**src/rtl/pgbt_defs.svh**
```systemverilog
// Purpose: constants for the power gating and bias trim register bank
// Assumes: Avalon-MM word addressing of byte offsets
// Notes: offsets are register indices, byte address = 4 * index
`ifndef PGBT_DEFS_SVH
`define PGBT_DEFS_SVH
// =====================================================================
// register map
`define PGBT_IDX_PWR 4'h1
`define PGBT_IDX_TRIM 4'h2
`define PGBT_ADDR_W 4
// =====================================================================
// power gating fields
`define PGBT_PWR_MASTER 7
`define PGBT_PWR_CLAMP 6
`define PGBT_PWR_REF2 5
`define PGBT_PWR_REF1 4
`define PGBT_PWR_AMP2 3
`define PGBT_PWR_AMP1 2
`define PGBT_PWR_ADC2 1
`define PGBT_PWR_ADC1 0
`define PGBT_PWR_RST 8'h00
// =====================================================================
// bias trim fields
`define PGBT_TRIM1_HI 5
`define PGBT_TRIM1_LO 3
`define PGBT_TRIM2_HI 2
`define PGBT_TRIM2_LO 0
`define PGBT_TRIM_DFLT 3'h4
`define PGBT_TRIM_MASK 8'h3f
`endif

```
**src/rtl/pgbt_pkg.sv**
```systemverilog
// Purpose: types for the power gating and bias trim register bank
// Assumes: nothing
// Notes: none
package pgbt_pkg;
  typedef enum logic [2:0] {
    PGBT_IDLE = 3'b001,
    PGBT_ACK = 3'b010,
    PGBT_DONE = 3'b100
  } pgbt_st_t;
endpackage

```
**src/rtl/pgbt_gate.sv**
```systemverilog
// Purpose: derive power-down levels from the gating register
// Assumes: synchronous reset-free combinational use inside top
// Notes: master bit overrides the individual bits
`timescale 1ns/10ps
`include "pgbt_defs.svh"
module pgbt_gate (
  input wire logic [7:0] pwr_reg,
  output logic [6:0] pd_out
);
  genvar gi;
  generate
    for (gi = 0; gi < 7; gi++) begin : g_bit
      assign pd_out[gi] = pwr_reg[`PGBT_PWR_MASTER] | pwr_reg[gi];
    end
  endgenerate
endmodule // pgbt_gate

```
**src/rtl/pgbt_regs.sv**
```systemverilog
// Purpose: power gating and bias trim registers on Avalon-MM
// Assumes: clk_sys 125 MHz, rst_n async active low
// Notes: one wait cycle on an access that starts in idle, two if it starts in done, unmapped reads return zero
`timescale 1ns/10ps
`include "pgbt_defs.svh"
// Operation
// [RL1] master bit set forces every power-down output high regardless of others
// [RL2] bit 6 powers down the clamp voltage driver when one
// [RL3] bits 5 and 4 power down channel 2 and 1 reference buffers
// [RL4] bits 3 and 2 power down channel 2 and 1 gain amplifiers
// [RL5] bits 1 and 0 power down channel 2 and 1 converters
// [RL6] host writes baseline values after power-up before relying on device
// [RL7] trim bits 5:3 hold stage one current code, default 100
// [RL8] trim bits 2:0 hold stage two current code, default 100
// [RL9] trim bits 7 and 6 ignore writes and read zero
module pgbt_regs import pgbt_pkg::*; #(
  parameter int ADDR_W = `PGBT_ADDR_W
) (
  input wire logic clk_sys,
  input wire logic rst_n,
  input wire logic [ADDR_W-1:0] avs_address,
  input wire logic avs_read,
  input wire logic avs_write,
  input wire logic [31:0] avs_writedata,
  input wire logic [3:0] avs_byteenable,
  output logic [31:0] avs_readdata,
  output logic avs_waitrequest,
  output logic clamp_voltage_driver_pd,
  output logic ref_buf2_pd,
  output logic ref_buf1_pd,
  output logic gain_amplifier2_pd,
  output logic gain_amplifier1_pd,
  output logic adc2_pd,
  output logic adc1_pd,
  output logic [2:0] gain_amplifier_trim1,
  output logic [2:0] gain_amplifier_trim2
);
  if (ADDR_W < 2) begin : g_bad_addr_w
    $error("ADDR_W too small for the register map");
  end

  // =====================================================================
  // reset release
  logic rst_s1_ff, rst_s2_ff;
  always_ff @(posedge clk_sys or negedge rst_n) begin
    if (!rst_n) begin
      rst_s1_ff <= 1'b0;
      rst_s2_ff <= 1'b0;
    end else begin
      rst_s1_ff <= 1'b1;
      rst_s2_ff <= rst_s1_ff;
    end
  end
  wire logic rst_i_n = rst_s2_ff;

  // =====================================================================
  // state
  typedef struct packed {
    pgbt_st_t st;
    logic [7:0] pwr;
    logic [7:0] trim;
    logic [31:0] rdata;
    logic wait_n;
    logic [6:0] pd;
  } pgbt_state_t;
  pgbt_state_t cur_ff, nxt_cur;

  localparam pgbt_state_t RST_VAL = '{st: PGBT_IDLE, pwr: `PGBT_PWR_RST,
    trim: {2'b00, `PGBT_TRIM_DFLT, `PGBT_TRIM_DFLT}, rdata: 32'h0000_0000,
    wait_n: 1'b0, pd: 7'h00};

  logic [6:0] pd_comb;
  pgbt_gate u_gate (
    .pwr_reg(cur_ff.pwr),
    .pd_out(pd_comb)
  );

  wire logic hit_pwr = avs_address == ADDR_W'(`PGBT_IDX_PWR);
  wire logic hit_trim = avs_address == ADDR_W'(`PGBT_IDX_TRIM);

  always_comb begin
    nxt_cur = cur_ff;
    nxt_cur.pd = pd_comb; // RL1
    nxt_cur.wait_n = 1'b0;
    case (cur_ff.st)
      PGBT_IDLE: begin
        if (avs_read || avs_write) begin
          nxt_cur.st = PGBT_ACK;
          nxt_cur.wait_n = 1'b1;
          nxt_cur.rdata = 32'h0000_0000;
          if (avs_read && hit_pwr) nxt_cur.rdata = {24'h00_0000, cur_ff.pwr};
          if (avs_read && hit_trim) begin
            nxt_cur.rdata = {24'h00_0000, cur_ff.trim & `PGBT_TRIM_MASK}; // RL9
          end
        end
      end
      PGBT_ACK: begin
        // write lands on the edge that completes the transfer
        nxt_cur.st = PGBT_DONE;
        if (avs_write && avs_byteenable[0] && hit_pwr) begin
          nxt_cur.pwr = avs_writedata[7:0]; // RL2 RL3 RL4 RL5
        end
        if (avs_write && avs_byteenable[0] && hit_trim) begin
          nxt_cur.trim = avs_writedata[7:0] & `PGBT_TRIM_MASK; // RL7 RL8 RL9
        end
      end
      PGBT_DONE: nxt_cur.st = PGBT_IDLE;
      default: nxt_cur.st = PGBT_IDLE;
    endcase
  end

  always_ff @(posedge clk_sys or negedge rst_i_n) begin
    if (!rst_i_n) cur_ff <= RST_VAL;
    else cur_ff <= nxt_cur;
  end

  // =====================================================================
  // outputs
  assign avs_readdata = cur_ff.rdata;
  assign avs_waitrequest = ~cur_ff.wait_n;
  assign clamp_voltage_driver_pd = cur_ff.pd[`PGBT_PWR_CLAMP]; // RL2
  assign ref_buf2_pd = cur_ff.pd[`PGBT_PWR_REF2]; // RL3
  assign ref_buf1_pd = cur_ff.pd[`PGBT_PWR_REF1]; // RL3
  assign gain_amplifier2_pd = cur_ff.pd[`PGBT_PWR_AMP2]; // RL4
  assign gain_amplifier1_pd = cur_ff.pd[`PGBT_PWR_AMP1]; // RL4
  assign adc2_pd = cur_ff.pd[`PGBT_PWR_ADC2]; // RL5
  assign adc1_pd = cur_ff.pd[`PGBT_PWR_ADC1]; // RL5
  assign gain_amplifier_trim1 = cur_ff.trim[`PGBT_TRIM1_HI:`PGBT_TRIM1_LO]; // RL7
  assign gain_amplifier_trim2 = cur_ff.trim[`PGBT_TRIM2_HI:`PGBT_TRIM2_LO]; // RL8

  // each bit follows master or its own bit
  genvar ci;
  generate
    for (ci = 0; ci < 7; ci++) begin : g_pd_chk

    end
  endgenerate
endmodule // pgbt_regs

```
**config.mk**
```make
export PLATFORM = sky130hd
export DESIGN_NAME = pgbt_regs
export DESIGN_NICKNAME = d
export VERILOG_FILES = /design/src/rtl/pgbt_pkg.sv /design/src/rtl/pgbt_gate.sv /design/src/rtl/pgbt_regs.sv
export VERILOG_INCLUDE_DIRS = /design/src /design/src/rtl
export SDC_FILE = /design/constraint.sdc
export NUM_CORES = 1
export LEC_CHECK = 0
export BUFFER_PORTS_ARGS = -buffer_cell sky130_fd_sc_hd__clkbuf_2
export CAP_MARGIN = 20
export CORE_MARGIN = 2
export CORE_UTILIZATION = 47
export DETAILED_ROUTE_END_ITERATION = 12
export GPL_TIMING_DRIVEN = 0
export PLACE_DENSITY_LB_ADDON = 0.25
export SKIP_CTS_REPAIR_TIMING = 1
export SLEW_MARGIN = 20
export SYNTH_ARGS = -nofsm -noshare
export SYNTH_HDL_FRONTEND = slang
export SYNTH_SLANG_ARGS = --single-unit
```
**constraint.sdc**
```tcl
create_clock -name clk_sys -period 2.2 [get_ports clk_sys]
set_clock_uncertainty 0.15 [all_clocks]
set_input_delay 0.11 -clock clk_sys [delete_from_list [all_inputs] [get_ports clk_sys]]
set_output_delay 0.11 -clock clk_sys [all_outputs]
set_load 0.01 [all_outputs]
```
== After elaboration in Yosys (flattened, before gate mapping) ==
Cells that the tools add are included.
Widths: inputs -> output; s select.
Cells by class
  div/mod/pow operators: 0
  $add $sub $neg: 0
  eq/ne operators: 5
  magnitude comparators: 0
  multipliers: 0
  shift-type cells: 0
  bitwise operators: 8
  reductions and logical operators: 9
  muxes and demuxes: 6
Operators with widths (count)
  $mux 8: 2
  $or 1x1->1: 7
  $pmux 3 s2: 1
  $reduce_and 2->1: 3
  $logic_and 1x1->1: 5
  $eq 4x1->1 const B: 1
  $eq 4x2->1 const B: 1
  $eq 3x1->1 const B: 1
  $eq 3x2->1 const B: 1
  $mux 3: 1
  $mux 1: 2
  $ne 2x2->1 const B: 1
  $logic_or 1x1->1: 1
  $not 1->1: 1
Storage, ports and cells
  memories kept: 0
  memory bits (writable): 0
  ROM bits: 0
  output and inout bits: 46
  register bits after elaboration: 59
  latch bits: 0

== Depth between registers and ports, before layout ==
  word-level depth: 4
  mapped depth: 6
  depth with buffers taken out: 4

== Cells and area by module ==
A second synthesis with hierarchy kept.
Unflattened totals
  cells, all modules: 140
  area total of the unflattened synthesis: 1635.3 sq um
By module, submodules not included
  pgbt_regs: area an instance 1591.5 sq um, cells each 133, instances 1
  pgbt_gate: area an instance 43.8 sq um, cells each 7, instances 1

== Worst setup path after synthesis ==
Ideal clock, no wire load.
  path type: reg2reg
  from: register cur_ff[56] (netlist name)
  to: register cur_ff (netlist bit avs_readdata[0])
  stages on the path, launching flop included: 6
  slack: 433 ps
  data arrival time: 1521 ps
  buffers on the path: 2
  setup time: 95 ps
  data required time: 1955 ps
  cell sequence: dfstp_2 -> or3b_1 -> clkbuf_2 -> or2_0 -> buf_6 -> o31ai_1
Between the ends
  cells in the longest elaborated chain, start to end: 2
RTL lines
  from (decl): RTL line pgbt_regs.sv:66  | pgbt_state_t cur_ff, nxt_cur;
  from (signal assigned): RTL line pgbt_regs.sv:114  | else cur_ff <= nxt_cur;
  $eq 3x1->1: RTL line pgbt_regs.sv:85  | case (cur_ff.st)
  $reduce_and 2->1 (no line)
Every way passes these cells.
A chain may end at the register's enable or synchronous reset.

== Final worst setup path ==
  from: input avs_address[3]
  to: register cur_ff (netlist bit gain_amplifier_trim2[1])
Between the ends
  cells in the longest elaborated chain, start to end: 3
RTL lines
  from (decl): RTL line pgbt_regs.sv:21  | input wire logic [ADDR_W-1:0] avs_address,
  $eq 4x2->1: RTL line pgbt_regs.sv:79  | wire logic hit_trim = avs_address == ADDR_W'(`PGBT_IDX_TRIM);
  $logic_and 1x1->1: RTL line pgbt_regs.sv:103  | if (avs_write && avs_byteenable[0] && hit_trim) begin
  $reduce_and 2->1 (no line)
Every way passes these cells.

==> metrics.md <==
| Metric | Value |
|---|---|
| Tcrit/Tclk final | `between 90% and 100%` |
| Status | `finished clean` |
| Cells after Synth | `140` |
| Worst-margin pin slew | `691 ps` |
| Reg area | `a little under 900 um^2` |
| Grt ovf | `0` |
| Final instance area | `2170 um^2` |
| Iter 0 DRT Violations | `18` |
| Min-delay worst type | `in -> reg` |
| Crit Path Max Fanout | `6` |
| Nets@finish | `264` |
| Pwr Total | `1.61 mW` |
| # DRC | `0` |
| Most common cell after layout, fill and taps aside | `clkbuf_2` |
| Die Area | `3980 um^2` |
| Largest net degree at the start of global routing | `34` |
| First-pass GRT wire length | `4.98 mm` |
| Clk root buf | `clkbuf_4` |
| Cells taking the most area after synthesis | `dfrtp_1 49%, buf_4 17%, mux2_2 9.6%` |
| WL/cell | `~11 um` |
| Clk Latency, worst-skew pair | `~340 ps` |
| All-layer global routing usage | `16.3%` |
| CTS tree | `yes` |
| Post-DP HPWL | `around 2.2 mm` |
| Number of vias per cell | `4.27` |
| Unique masters post-synth | `22` |
| Max IR drop VDD | `0.516 mV` |
| Final antenna-violating net count | `0` |
| Cell family with most CP delay | `simple AND/OR/NAND/NOR gates` |
| Crit-path cells | `dlygate4sd3_1, clkbuf_2, nor4bb_1, nand3_1, mux2_2` |
| CTS clk-pin slew, worst paths | `100 ps` |
| Cell taking the most area after synthesis | `dfrtp_1` |
| Syn_area_per_cell | `about 12 um^2` |
| Critical-path top delay cell | `dlygate4sd3_1` |
| Commonest non-fill, non-tap cells in the layout | `39 x clkbuf_2, 38 x buf_4, 31 x dfrtp_1` |
| RSZ-0062 raised after global routing | `no` |
| Final Hold Viols | `0` |
| Setup tns final | `0 ps` |
| RePlAce Congestion | `about 0.75` |
| Max_cap viols | `0` |
| Clock Path Buffers | `2` |
| Vias in the first global route | `1099` |
| Core ar. | `3340 um^2` |
| Setup crit start kind | `input pin` |
| FMAX | `504 MHz` |
| Synthesis-stage register bit count | `35` |
| Die height | `63.1 um` |
| Sink Count | `35` |
| Power Density | `741 nW/um^2` |
| PortBufs | `38` |
| Final wirelength | `about 3.0 mm` |
| Initial Utilization | `49.2%` |
| Final setup fails | `0` |
| Fill count | `270` |
| Crit path DAT | `about 2100 ps` |
| Crit path required time | `2280 ps` |
| N_diodes | `0` |
| P_leak | `1.21 nW` |
| Grt met1 use | `between 20% and 30%` |
| Ports | `90` |
| Bufs and invs on worst path | `2` |
| Layout cells sized above 1 | `50.2%` |
| CTS buffer count | `5` |
| Initial antenna violation count | `0` |
| Area delta synth->final | `31.9%` |
| Crit path largest cell delay | `530 ps` |
| Slew headroom | `54.0%` |
| Grt met3 use | `4.82%` |
| Fin. max-slew vios | `0` |
| Area post-placement | `1980 um^2` |
| Area of the multi-input gates | `528 um^2` |
| Type of the worst setup path | `in -> reg` |
| Crit. End Element | `flip-flop` |
| Via count | `1141` |
| Final min period | `1990 ps` |
| Site Rows | `21` |
| Top Usage Layer GRT | `met2` |
| Detailed Routing Iterations Pass 1 | `4` |
| H-tree levels | `2` |
| Register area share after synthesis | `53.6%` |
| Area fraction of the dominant cell type after synthesis | `48.8%` |
| Ys Warns | `0` |
| Syn Std Cell Area | `1640 um^2` |
| Die Span X | `approximately 63 um` |
| M2 GR Usage | `between 20% and 30%` |
[tightest hold or removal path, cell delays in order]
cell and delay, ps:
clkbuf_2 90, nor3b_1 150, nand3_1 70, o21ai_0 70
[registers in the layout (all words and copies together), names as in the netlist]
signal / flops
ref_buf2_pd: 1
avs_readdata: 8
rst_s1_ff: 1
rst_i_n: 1
clamp_voltage_driver_pd: 1
ref_buf1_pd: 1
adc2_pd: 1
gain_amplifier1_pd: 1
adc1_pd: 1
gain_amplifier_trim1: 3
gain_amplifier_trim2: 3
cur_ff: 12
gain_amplifier2_pd: 1
[per-stage QoR]
stage	cells	hold slack, ps	utilization [%]	setup WS, ps
6_report	267	37.6	64.9	215
5_1_grt	267	76.1	64.9	124
4_1_cts	255	-622	61.3	258
3_5_place_dp	247	-253	59.2	265
3_3_place_gp	247	-254	59.2	370
2_1_floorplan	163	-336	-	433
[metal layers]
metal,wire length (um),part of all wire (%)
met3,240,8.0
met5,0,0
met1,1300,43
met2,1390,47
met4,62,2.1
[path summary, 6_finish.rpt]
path	cells after the start	slack, ps	from	to
worst max-delay path	5	210	avs_address[3]	gain_amplifier_trim2[1]
worst min-delay path	4	40	avs_read	avs_readdata[7]
worst max register to register	3	280	cur_ff[58]	gain_amplifier_trim2[1]
worst min register to register	0	170	rst_i_n	cur_ff[50]
max in group asynchronous	0	1290	rst_i_n	cur_ff[54]
min in group asynchronous	0	170	rst_i_n	cur_ff[50]
[power breakdown]
part	switching (mW)	leakage, nW	internal, mW
clock	0.210	0.0386	0.188
sequential	0.0598	0.466	0.752
combinational	0.189	0.705	0.207
total	0.459	1.21	1.15
[Yosys cell counts]
cell type,count
buf_4,38
dfrtp_1,32
mux2_2,14
o21ai_0,10
or2_2,7
a22oi_1,6
o31ai_1,6
dfstp_2,3
inv_1,3
nand3_1,3
nor2_1,3
clkbuf_1,2
conb_1,2
nor2b_1,2
nor3b_1,2
buf_6,1
clkbuf_2,1
nand2_1,1
nand3_2,1
nor4bb_1,1
or2_0,1
or3b_1,1
[cell families (layout without fill, tap and decap cells)]
family	Yosys count	count (layout)	share of synthesized area (%)
multiplexers	14	14	9.60
other	2	25	0.457
flip-flops	35	35	53.6
AO/OA/AOI/OAI	22	22	8.54
buffers and inverters	45	103	19.5
AND/OR/NAND/NOR	22	22	8.31
[final cells by class]
cell class              count  area share [%]
flip-flops and latches     35            40.7
multi-input cells          83            24.4
repair buffers             50            14.3
plain buffers              42            14.3
clock buffers               8            3.18
well taps                  46            2.66
inverters                   3           0.520
Note: power is estimated with default switching activity, not from simulation.
